==> src/logic/afd_pkg.sv <==
package afd_pkg;
	// ==========================================================
	// Register map (byte addresses, our own placement)
	localparam logic [7:0] CTRL_ADDR = 8'h00;
	localparam logic [7:0] CFG_ADDR = 8'h04;
	localparam logic [7:0] STAT_ADDR = 8'h08;
	localparam logic [7:0] CHAN_ADDR = 8'h0c;
	// ==========================================================
	// Control and config register fields
	localparam int CTRL_START = 0;
	localparam int CTRL_DCLD = 1;
	localparam int CTRL_ACLD = 2;
	localparam int CTRL_CLIPSTB = 3; // 4 bits: 3..6, one per channel
	localparam int CFG_TEMP_EXCL = 5;
	localparam int CFG_LOAD_EXCL = 4;
	localparam int CFG_WARN_SEL = 8;
	localparam int CFG_LEGACY = 9;
	localparam int CFG_FMUTE = 0;
	localparam logic [31:0] CTRL_RESET = 32'h0000_0000;
	localparam logic [31:0] CFG_RESET = 32'h0000_0000;
	// ==========================================================
	// Timing
	localparam int CLK_MHZ = 200;
	localparam int DISCH_US = 10;
	localparam int DISCH_CYC = DISCH_US * CLK_MHZ;
	localparam int AC_HITS = 3;
	localparam logic [1:0] AXI_OKAY = 2'b00;
	localparam logic [1:0] AXI_SLVERR = 2'b10;
	// ==========================================================
	// Sequencer states
	typedef enum logic [2:0]
	{
		AFD_OFF = 3'b000,
		AFD_STARTUP = 3'b001,
		AFD_RUN = 3'b010,
		AFD_MUTE = 3'b011,
		AFD_DISCH = 3'b100,
		AFD_LOW = 3'b101
	} afd_state_e;
	// Analog comparator and detector inputs, one bit per event
	typedef struct packed
	{
		logic headroom_low;
		logic vp_below_mute;
		logic vp_below_reset;
		logic vp_over;
		logic warn_hi;
		logic warn_lo;
		logic temp_off;
		logic [3:0] clip;
		logic [3:0] short_flt;
		logic [3:0] miss_cur;
		logic [3:0] in_window;
		logic [3:0] peak_hit;
		logic [3:0] dc_hi;
		logic [3:0] dc_lo;
		logic startup_done;
		logic disch_done;
	} afd_sense_s;
	// Drive outputs toward the analog stages
	typedef struct packed
	{
		logic fast_mute;
		logic discharge;
		logic amp_on;
		logic out_hiz;
		logic gain_reduce;
		logic dc_probe;
	} afd_drive_s;
endpackage

==> src/logic/afd_fault_pin_out.sv <==
// The placing of the registers and the AXI4-Lite register port were decided locally.
`timescale 1ns/1ps
// Notes on behaviour
// Headroom below 1.6 V: fast mute first, then discharge ripple and reference nodes.
// After discharge restart only above low-supply mute threshold, else outputs low.
// Bus mode supply below reset sets power-on flag; amps wait for start.
// Standby pin low forces fast mute.
// Supply above 22 V puts output stage into high impedance.
// Warning level select bit, default 145 C; warning on fault pin, readable.
// Legacy mode fixes warning at 145 C.
// Above warning reduce gain on all channels; at shutdown switch all off.
// Fault pin is OR of fixed sources and enabled selectable sources.
// Fault pin low while failure persists, released when removed.
// One clip level for all; each channel clip routed to fault or standby.
// Bus mode fault pin low after reset until started; standby never shows it.
// Legacy mode fault pin reports battery, clip, warning, shorts, missing, overvoltage.
// Bus mode battery and overvoltage always; others enableable; only clip on standby.
// Offset read sets latches; in-window clears them and blocks setting.
// DC load detect enabled applies offset during start-up and classifies loads.
// Load bits: 00 normal, 10 line driver, 11 open, 01 invalid.
// AC enabled shows AC result in low bit; disabled restores stored DC bit.
// AC load detection runs only after start-up completes.
// AC bit sets only after three peak detector hits.
// Host changes gain only while muted.
// Result latches set on failure, cleared by read; read twice for current.
// Start bit starts amp, clears power-on flag, releases fault pin.
// Temperature and load-fault select bits zero route, one exclude.
// Fault pin is open drain, driven low on any enabled fault.
module afd_fault_pin_out
(
	// Clock and reset
	input wire logic aclk,
	input wire logic aresetn,
	// AXI4-Lite write
	input wire logic [7:0] s_axi_awaddr,
	input wire logic s_axi_awvalid,
	output logic s_axi_awready,
	input wire logic [31:0] s_axi_wdata,
	input wire logic [3:0] s_axi_wstrb,
	input wire logic s_axi_wvalid,
	output logic s_axi_wready,
	output logic [1:0] s_axi_bresp,
	output logic s_axi_bvalid,
	input wire logic s_axi_bready,
	// AXI4-Lite read
	input wire logic [7:0] s_axi_araddr,
	input wire logic s_axi_arvalid,
	output logic s_axi_arready,
	output logic [31:0] s_axi_rdata,
	output logic [1:0] s_axi_rresp,
	output logic s_axi_rvalid,
	input wire logic s_axi_rready,
	// Analog sense and pins (asynchronous)
	input wire afd_pkg::afd_sense_s sense_in,
	input wire logic standby_pin_in,
	// Pins and drives
	output logic fault_pin_out,
	output logic fault_pin_oe,
	output logic standby_pin_out,
	output logic standby_pin_oe,
	output afd_pkg::afd_drive_s drive
);
	import afd_pkg::*;

	typedef struct packed
	{
		afd_sense_s s1;
		afd_sense_s s2;
		logic stb1;
		logic stb2;
		afd_state_e st;
		logic [15:0] cnt;
		logic [31:0] ctrl;
		logic [31:0] cfg;
		logic por_occurred_flag;
		logic [3:0] offset_flag;
		logic [3:0] peak_prev;
		logic [3:0] dc_hi;
		logic [3:0] dc_lo;
		logic [3:0] ac_res;
		logic [7:0] ac_cnt;
		logic warn_lat;
		logic [3:0] short_lat;
		logic [3:0] miss_lat;
		logic aw_got;
		logic w_got;
		logic [7:0] awaddr;
		logic [31:0] wdata;
		logic [3:0] wstrb;
		logic bvalid;
		logic [1:0] bresp;
		logic rvalid;
		logic [31:0] rdata;
		logic [1:0] rresp;
		logic fault;
		logic stb_clip;
		afd_drive_s drv;
	} afd_regs_s;

	afd_regs_s r;
	afd_regs_s next_r;
	logic legacy;
	logic warn;
	logic [3:0] clip_stb;
	logic [3:0] in_win;

	// ==========================================================
	// Combinational next state
	always_comb
	begin
		next_r = r;
		// Two-flop synchronisers; only stage two is read
		next_r.s1 = sense_in;
		next_r.s2 = r.s1;
		next_r.stb1 = standby_pin_in;
		next_r.stb2 = r.stb1;
		legacy = r.cfg[CFG_LEGACY];
		clip_stb = legacy ? 4'h0 : r.ctrl[CTRL_CLIPSTB +: 4];
		in_win = r.s2.in_window;
		// Legacy pins warning at the 145 C detector
		warn = (legacy || !r.cfg[CFG_WARN_SEL]) ? r.s2.warn_lo
			: r.s2.warn_hi;

		// Sequencer
		next_r.cnt = (r.cnt != 16'h0000) ? r.cnt - 16'h0001 : 16'h0000;
		case (r.st)
			AFD_OFF:
			begin
				if (legacy || r.ctrl[CTRL_START])
				begin
					next_r.st = AFD_STARTUP;
				end
			end
			AFD_STARTUP:
			begin
				if (r.s2.startup_done)
				begin
					next_r.st = AFD_RUN;
				end
			end
			AFD_RUN:
			begin
				if (r.s2.headroom_low)
				begin
					next_r.st = AFD_MUTE;
					next_r.cnt = 16'(DISCH_CYC);
				end
			end
			AFD_MUTE:
			begin
				// Mute must settle before the nodes are dumped
				if (r.cnt == 16'h0000)
				begin
					next_r.st = AFD_DISCH;
				end
			end
			AFD_DISCH:
			begin
				if (r.s2.disch_done)
				begin
					next_r.st = r.s2.vp_below_mute ? AFD_LOW
						: AFD_STARTUP;
				end
			end
			AFD_LOW:
			begin
				if (!r.s2.vp_below_mute)
				begin
					next_r.st = AFD_STARTUP;
				end
			end
			default:
			begin
				next_r.st = AFD_OFF;
			end
		endcase
		// Supply collapse: bus mode waits for a fresh start
		if (r.s2.vp_below_reset)
		begin
			next_r.st = AFD_OFF;
		end
		if (r.s2.temp_off)
		begin
			next_r.st = AFD_OFF;
		end

		// Drives toward the analog stages
		next_r.drv.fast_mute = !r.stb2 || r.cfg[CFG_FMUTE]
			|| next_r.st == AFD_MUTE || next_r.st == AFD_DISCH;
		next_r.drv.discharge = next_r.st == AFD_DISCH;
		next_r.drv.amp_on = next_r.st == AFD_STARTUP
			|| next_r.st == AFD_RUN || next_r.st == AFD_MUTE;
		next_r.drv.out_hiz = r.s2.vp_over;
		next_r.drv.gain_reduce = warn;
		next_r.drv.dc_probe = !legacy && r.ctrl[CTRL_DCLD]
			&& next_r.st == AFD_STARTUP;

		// DC load classification captured at end of start-up
		if (r.drv.dc_probe && r.s2.startup_done)
		begin
			next_r.dc_hi = r.s2.dc_hi;
			next_r.dc_lo = r.s2.dc_lo;
		end

		// AC detect only after start-up; three hits to set
		// Hits are rising edges, so a long pulse counts once
		next_r.peak_prev = r.s2.peak_hit;
		for (int i = 0; i < 4; i++)
		begin
			if (!r.ctrl[CTRL_ACLD] || r.st != AFD_RUN)
			begin
				next_r.ac_cnt[2*i +: 2] = 2'b00;
			end
			else if (r.s2.peak_hit[i] && !r.peak_prev[i]
				&& r.ac_cnt[2*i +: 2] != 2'(AC_HITS))
			begin
				next_r.ac_cnt[2*i +: 2] = r.ac_cnt[2*i +: 2] + 2'b01;
			end
			if (!r.ctrl[CTRL_ACLD])
			begin
				next_r.ac_res[i] = 1'b0;
			end
			else if (next_r.ac_cnt[2*i +: 2] == 2'(AC_HITS))
			begin
				next_r.ac_res[i] = 1'b1;
			end
			// Offset: in-window clears and blocks until next read
			if (in_win[i])
			begin
				next_r.offset_flag[i] = 1'b0;
			end
		end

		// Sticky latches; set beats the read clear below
		// ==========================================================
		// AXI4-Lite slave
		if (s_axi_awvalid && s_axi_awready)
		begin
			next_r.aw_got = 1'b1;
			next_r.awaddr = s_axi_awaddr;
		end
		if (s_axi_wvalid && s_axi_wready)
		begin
			next_r.w_got = 1'b1;
			next_r.wdata = s_axi_wdata;
			next_r.wstrb = s_axi_wstrb;
		end
		if (r.aw_got && r.w_got && !r.bvalid)
		begin
			next_r.aw_got = 1'b0;
			next_r.w_got = 1'b0;
			next_r.bvalid = 1'b1;
			next_r.bresp = AXI_OKAY;
			case (r.awaddr)
				CTRL_ADDR:
				begin
					for (int b = 0; b < 4; b++)
					begin
						if (r.wstrb[b])
						begin
							next_r.ctrl[8*b +: 8] = r.wdata[8*b +: 8];
						end
					end
					if (r.wstrb[0] && r.wdata[CTRL_START])
					begin
						next_r.por_occurred_flag = 1'b0;
					end
				end
				CFG_ADDR:
				begin
					for (int b = 0; b < 4; b++)
					begin
						if (r.wstrb[b])
						begin
							next_r.cfg[8*b +: 8] = r.wdata[8*b +: 8];
						end
					end
				end
				default:
				begin
					next_r.bresp = AXI_SLVERR;
				end
			endcase
		end
		else if (r.bvalid && s_axi_bready)
		begin
			next_r.bvalid = 1'b0;
		end
		// Reads clear the result latches they return
		if (s_axi_arvalid && s_axi_arready)
		begin
			next_r.rvalid = 1'b1;
			next_r.rresp = AXI_OKAY;
			next_r.rdata = 32'h0000_0000;
			case (s_axi_araddr)
				CTRL_ADDR:
				begin
					next_r.rdata = r.ctrl;
				end
				CFG_ADDR:
				begin
					next_r.rdata = r.cfg;
				end
				STAT_ADDR:
				begin
					next_r.rdata = {21'h0, r.st, r.warn_lat,
						r.s2.vp_over, r.s2.vp_below_mute,
						r.por_occurred_flag, 4'h0};
					next_r.warn_lat = 1'b0;
				end
				CHAN_ADDR:
				begin
					for (int i = 0; i < 4; i++)
					begin
						// Low load bit shows AC result while AC enabled
						next_r.rdata[8*i +: 8] = {2'b00, r.dc_hi[i],
							r.ctrl[CTRL_ACLD] ? r.ac_res[i]
							: r.dc_lo[i],
							r.short_lat[i], r.offset_flag[i],
							r.miss_lat[i], 1'b0};
						// Offset read arms the latch unless in window
						next_r.offset_flag[i] = !in_win[i];
					end
					next_r.short_lat = 4'h0;
					next_r.miss_lat = 4'h0;
				end
				default:
				begin
					next_r.rresp = AXI_SLVERR;
				end
			endcase
		end
		else if (r.rvalid && s_axi_rready)
		begin
			next_r.rvalid = 1'b0;
		end
		// Set wins over read clear
		next_r.warn_lat = next_r.warn_lat | warn;
		next_r.short_lat = next_r.short_lat | r.s2.short_flt;
		next_r.miss_lat = next_r.miss_lat | r.s2.miss_cur;
		// Supply collapse beats a start write in the same cycle
		if (r.s2.vp_below_reset && !legacy)
		begin
			next_r.por_occurred_flag = 1'b1;
			next_r.ctrl[CTRL_START] = 1'b0;
		end

		// ==========================================================
		// Fault pin: fixed sources plus enabled ones, live state
		next_r.fault = r.s2.vp_below_mute || r.s2.vp_over
			|| (!legacy && (r.por_occurred_flag
			|| !r.ctrl[CTRL_START]))
			|| ((legacy || !r.cfg[CFG_TEMP_EXCL]) && warn)
			|| ((legacy || !r.cfg[CFG_LOAD_EXCL])
			&& (|(r.s2.short_flt | r.s2.miss_cur)))
			|| (|(r.s2.clip & ~clip_stb));
		next_r.stb_clip = !legacy && (|(r.s2.clip & clip_stb));
	end

	// ==========================================================
	// State register
	always_ff @(posedge aclk)
	begin
		if (!aresetn)
		begin
			r <= '0;
			r.stb1 <= 1'b1;
			r.stb2 <= 1'b1;
			r.ctrl <= CTRL_RESET;
			r.cfg <= CFG_RESET;
			r.st <= AFD_OFF;
			r.por_occurred_flag <= 1'b1;
			r.fault <= 1'b1;
		end
		else
		begin
			r <= next_r;
		end
	end

	// Handshakes: one write and one read in flight at a time
	assign s_axi_awready = !r.aw_got && !r.bvalid;
	assign s_axi_wready = !r.w_got && !r.bvalid;
	assign s_axi_bvalid = r.bvalid;
	assign s_axi_bresp = r.bresp;
	assign s_axi_arready = !r.rvalid;
	assign s_axi_rvalid = r.rvalid;
	assign s_axi_rdata = r.rdata;
	assign s_axi_rresp = r.rresp;
	// Open drain: only ever pulls low
	assign fault_pin_out = 1'b0;
	assign fault_pin_oe = r.fault;
	assign standby_pin_out = 1'b0;
	assign standby_pin_oe = r.stb_clip;
	assign drive = r.drv;
endmodule

==> config.mk <==
export PLATFORM = sky130hd
export DESIGN_NAME = afd_fault_pin_out
export DESIGN_NICKNAME = d
export VERILOG_FILES = /design/src/logic/afd_pkg.sv /design/src/logic/afd_fault_pin_out.sv
export SDC_FILE = /design/constraint.sdc
export NUM_CORES = 1
export LEC_CHECK = 0
export BUFFER_PORTS_ARGS = -buffer_cell sky130_fd_sc_hd__buf_2
export CAP_MARGIN = 20
export CELL_PAD_IN_SITES_DETAIL_PLACEMENT = 0
export CELL_PAD_IN_SITES_GLOBAL_PLACEMENT = 1
export CORE_ASPECT_RATIO = 0.8
export CORE_UTILIZATION = 47
export DETAILED_ROUTE_END_ITERATION = 12
export MAX_ROUTING_LAYER = met4
export PLACE_DENSITY = 0.9
export SLEW_MARGIN = 20
export SYNTH_ARGS = -nofsm -noshare
export SYNTH_HDL_FRONTEND = slang
export SYNTH_SLANG_ARGS = --single-unit
==> constraint.sdc <==
create_clock -name aclk -period 4.9 [get_ports aclk]
set_clock_uncertainty 0.05 [all_clocks]
set_input_delay 0 -clock aclk [delete_from_list [all_inputs] [get_ports aclk]]
set_output_delay 0 -clock aclk [all_outputs]
set_load 0.01 [all_outputs]
# == Word level (Yosys, flattened, before mapping) ==
# Index checks and enable logic that the tools add are counted.
# op_classes
n_addsub,5
n_mux,42
eq_ne,22
bitwise_logic,8
reduce_logical,85
# ops
operator,count
32-bit case mux with 4 select lines,1
16-bit two-way mux,2
3-bit AND reduction,9
1-bit logical AND,26
3-bit two-way mux,8
2-bit two-way mux,10
1-bit zero test,19
19-bit two-way mux,1
3-bit case mux with 6 select lines,1
"8-bit by 3-bit == test with 1-bit output, second input constant",2
"8-bit by 4-bit == test with 1-bit output, second input constant",2
16-bit zero test,1
8-bit zero test,2
1-bit logical OR,16
16-bit nonzero test,1
4-bit OR reduction,4
"16-bit by 1-bit subtractor with 16-bit output, second input constant",1
1-bit two-way mux,14
"3-bit by 2-bit == test with 1-bit output, second input constant",4
4-bit two-way mux,3
4-bit OR,3
"3-bit == test, second input constant",3
9-bit two-way mux,1
"2-bit by 1-bit adder with 2-bit output, second input constant",4
13 further kinds,24
# totals
input_bits,97
reg_bits,289
output_inout_bits,51

# == Longest topological paths before layout ==
# logic_depth
word_depth,9
mapped_depth,7
mapped_depth_nobuf,6

# == Worst setup path before layout ==
# Ideal clock, no wire load.
# synth_path
path_kind,register to register
start,register r[86] (netlist bit)
end,register r (netlist bit legacy)
setup_time_ns,0.128
synth_period_minus_slack_ns,2.001
arrival_time_ns,1.824
setup_slack_ns,2.899
path_buffers,1
path_stages_with_launch,6
cell_sequence,dfxtp_1 or4_4 buf_6 nor4_4 mux2i_1 nor2_1
# synth_between
elab_chain_len,2
# synth_rtl
element,line_no,text
start: declaration,afd_fault_pin_out.sv:100,afd_regs_s r;
start signal: assignment,afd_fault_pin_out.sv:377,r <= next_r;
8-bit by 3-bit == test with 1-bit output,afd_fault_pin_out.sv:254,case (r.awaddr)
3-bit AND reduction (no source line),n/a,
# No other way between the ends.
# A chain may end at the register's enable or synchronous reset.

# == Worst setup path after layout ==
# layout_path
start,input port s_axi_araddr[4]
end,register r (netlist bit s_axi_rdata[24])
# layout_between
elab_chain_len,2
word_cells_on_any_way,5
# layout_rtl
element,line_no,text
start: declaration,afd_fault_pin_out.sv:46,"input wire logic [7:0] s_axi_araddr,"
"8-bit by 4-bit == test with 1-bit output, or another cell as far along",afd_fault_pin_out.sv:295,case (s_axi_araddr)
32-bit case mux with 4 select lines (*),afd_fault_pin_out.sv:295,
# Mark *: on every way between the ends. The rest lies on a longest branch, timed or not.

==> qor.yml <==
outcome: "complete, no violations"
synth_top_area_share_pct: 53.3
nets: 1416
async_reset_ff_share_pct: 0
drive_gt1_share_pct: 15.5
cts_tree: "done"
die_width_um: 171
cts-root-buf: "clkbuf_16"
fill_cells: 1975
drc: 0
cts_resized: 0
crit_slowest_cell: "and3_1"
pre_cts_ws_ns: 2.19
num_rows: 49
fin_tns_setup_ns: 0
p_per_area_nw_per_um2: 397
max_stage_delay_ns: 1.00
ys_types: 46
synth_top_area_cell: "dfxtp_1"
yosys_warnings: 0
finalSetupViolCount: 0
vias_per_cell: 5.02
synth_edf_count: 0
maxSlewHeadroom_pct: 27.7
fmax_mhz: 378
critPathMaxFanout: 29
antenna_found_initial: 0
synth_ff_type: "dfxtp_1"
cts_max_level: 1
syn_inst: 1132
io_buffers: 143
finalHoldViolCount: 0
fin_crit_sh_pct: 54.0
vias: 8223
cts.path.max_buffers: 3
first_iter_violations: 637
ys_seq_area_share_pct: 53.3
maxCapViolations: 0
critPathTopFamily: "simple AND/OR/NAND/NOR gates"
area_growth_pct: 24.2
syn_area_um2: 10800
grt_overflow: 0
fin_ws_ns: 2.25
dr.pass1.iters: 6
clk_pin_slew_worst_paths_ns: 0.06
ir_drop_mv: 0.262
drt_wl_total_um: 25600
worst-endpoint-arrival_ns: 3.03
tightest_slew_ns: 1.09
synth.avg_cell_area_um2: 9.52
core_um2: 22500
num_antenna_cells: 0
synth_seq_cells: 287
p_total_mw: 5.32
cts_made_buffers: 28
leakagePower_nw: 5.23
rsz0062_at_grt: "false"
clk_latency_ns: 0.54
start_util_pct: 47.9
cts_setup_buffers: 0
die-height_um: 137
worst-setup-path-type: "primary input to flop"
start_kind: "primary input"
maxSlewViolCount: 0
io_pins: 148
gp_congestion: 0.832
endpoint_kind: "flop"
grt_first_pass_wirelength_um: 40300
worst-path-buf-inv: 2
worstHoldPathType: "primary input to flop"
period_minus_slack_ns: 2.65
cp.required_ns: 5.28
postRouteAntennaNets: 0
grt_pass1_vias: 7870
crit_chain: "dlygate4sd3_1 -> buf_2 -> nor4_1 -> and3_1 -> nand3_1 -> o21ai_0"
synth_area_leaders: "dfxtp_1 (53%), mux2i_1 (8.7%), nand2_1 (5.2%), and2_1 (4.9%), nor2_1 (4.2%)"
dieArea_um2: 23600
dp_hpwl_um: 16300
routedWlPerCell_um: 15.6
grt_use_total_pct: 22.5
cts.sinks: 287
grt_max_degree: 95
per-stage QoR:
stage               util [%]  std cells  cell area, um^2  hold WS (ns)
floorplan                  -       1135            10800        0.0490
global placement        50.5       1482            11400         0.135
detailed placement      50.5       1482            11400         0.137
CTS                     59.5       1639            13400       0.00766
global route            59.5       1639            13400        0.0356
finish                  59.5       1639            13400        0.0258
timing repair:
item / 4_1_cts / 5_1_grt
endpoints found under the hold margin: 90 / 0
hold buffers: 107 / 0
setup endpoints to repair: 0 / 0
worst reg2reg max path, cell delays in order (launching register included):
cell and delay [ns]:
dfxtp_1 0.34, nor2b_1 0.35, and3_1 0.96, nand3_1 0.50, o21ai_0 0.32
final timing paths:
| check | startpoint | end | slack [ns] | cells after the start |
|---|---|---|---|---|
| hold / removal | s_axi_wvalid | r[53] | 0.03 | 5 |
| hold reg to reg | in_win[0] | r[125] | 0.35 | 1 |
| setup / recovery | s_axi_araddr[4] | s_axi_rdata[24] | 2.25 | 6 |
| setup reg to reg | s_axi_rvalid | s_axi_rdata[24] | 2.28 | 4 |
flip-flops by register name, indices dropped and copies added, names as in the netlist:
register        flops
s_axi_bvalid        1
legacy              1
next_r             43
fault_pin_oe        1
in_win              4
drive               6
s_axi_rvalid        1
s_axi_rresp         1
s_axi_rdata        32
standby_pin_oe      1
s_axi_bresp         1
r                 195
metal layers:
layer,vias to the layer above,track usage [%],wire length (um)
li1,4133,-,-
met1,3828,30.8,12400
met2,220,34.9,11300
met3,42,3.53,1460
met4,0,5.06,454
met5,-,-,0
synthesized netlist by cell type, types with 2 or more instances:
cell,count
nor3_1,10
a21oi_1,81
xor2_1,7
a31oi_1,3
dfxtp_1,287
o31ai_1,6
and2_1,84
nor3b_1,8
ha_1,6
a211oi_1,3
nand2_1,148
or4_1,3
buf_2,2
clkbuf_1,56
nor2b_1,5
a22oi_1,22
buf_4,44
or3_1,3
nand3_1,19
buf_1,4
nor4_4,8
nand3b_1,2
xnor2_1,9
o21ai_0,23
inv_1,13
nand2b_1,7
mux4_2,3
o22ai_1,7
nand4_1,4
nor2_1,122
nor4_1,10
mux2i_1,94
o2bb2ai_1,16
placed cells by master (no fill, tap or decap), drive strengths merged, types with 3 or more instances in the layout:
cell         netlist  layout
dlygate4sd3        0     107
clkinv             0       5
buf               51     148
a22oi             22      22
and2              84      84
o22ai              7       7
conb               1       4
or3                3       3
or4                4       4
inv               13      13
o31ai              6       6
nor2b              5       5
nor3b              8       8
xnor2              9       9
o2bb2ai           16      16
ha                 6       6
o21ai             23      23
nand2            148     148
nor2             122     122
a211oi             3       3
nand2b             7       7
mux4               3       3
nor3              10      10
a21oi             81      81
a31oi              3       3
clkbuf            56      40
nand4              4       4
nor4              18      18
dfxtp            287     287
bufinv             0       3
mux2i             94      94
nand3             19      19
xor2               7       7
cells by family after synthesis:
| logic type | Yosys count | synth area share, % |
|---|---|---|
| other | 1 | 0.0348 |
| multiplexers | 97 | 9.35 |
| XOR/XNOR | 16 | 1.30 |
| AO/OA/AOI/OAI | 168 | 9.40 |
| flip-flops | 287 | 53.3 |
| adder cells (fa/ha/maj) | 6 | 0.696 |
| buffers and inverters | 120 | 5.80 |
| AND/OR/NAND/NOR | 437 | 20.1 |
power by group:
group          switching [mW]  internal (mW)  leakage [nW]
Sequential             0.0870           2.44          2.34
Clock                   0.886           1.33         0.472
Combinational           0.314          0.256          2.42
cell type report:
| cell class | instances | area, um^2 | area share (%) |
|---|---|---|---|
| clock buffer | 40 | 827 | 6.18 |
| clock inverter | 10 | 141 | 1.06 |
| inverter | 13 | 51.3 | 0.383 |
| multi-input combinational | 728 | 4420 | 33.0 |
| sequential | 287 | 5750 | 42.9 |
| tap | 306 | 383 | 2.86 |
| timing repair buffer | 255 | 1820 | 13.6 |
(Power assumes the default switching activity.)
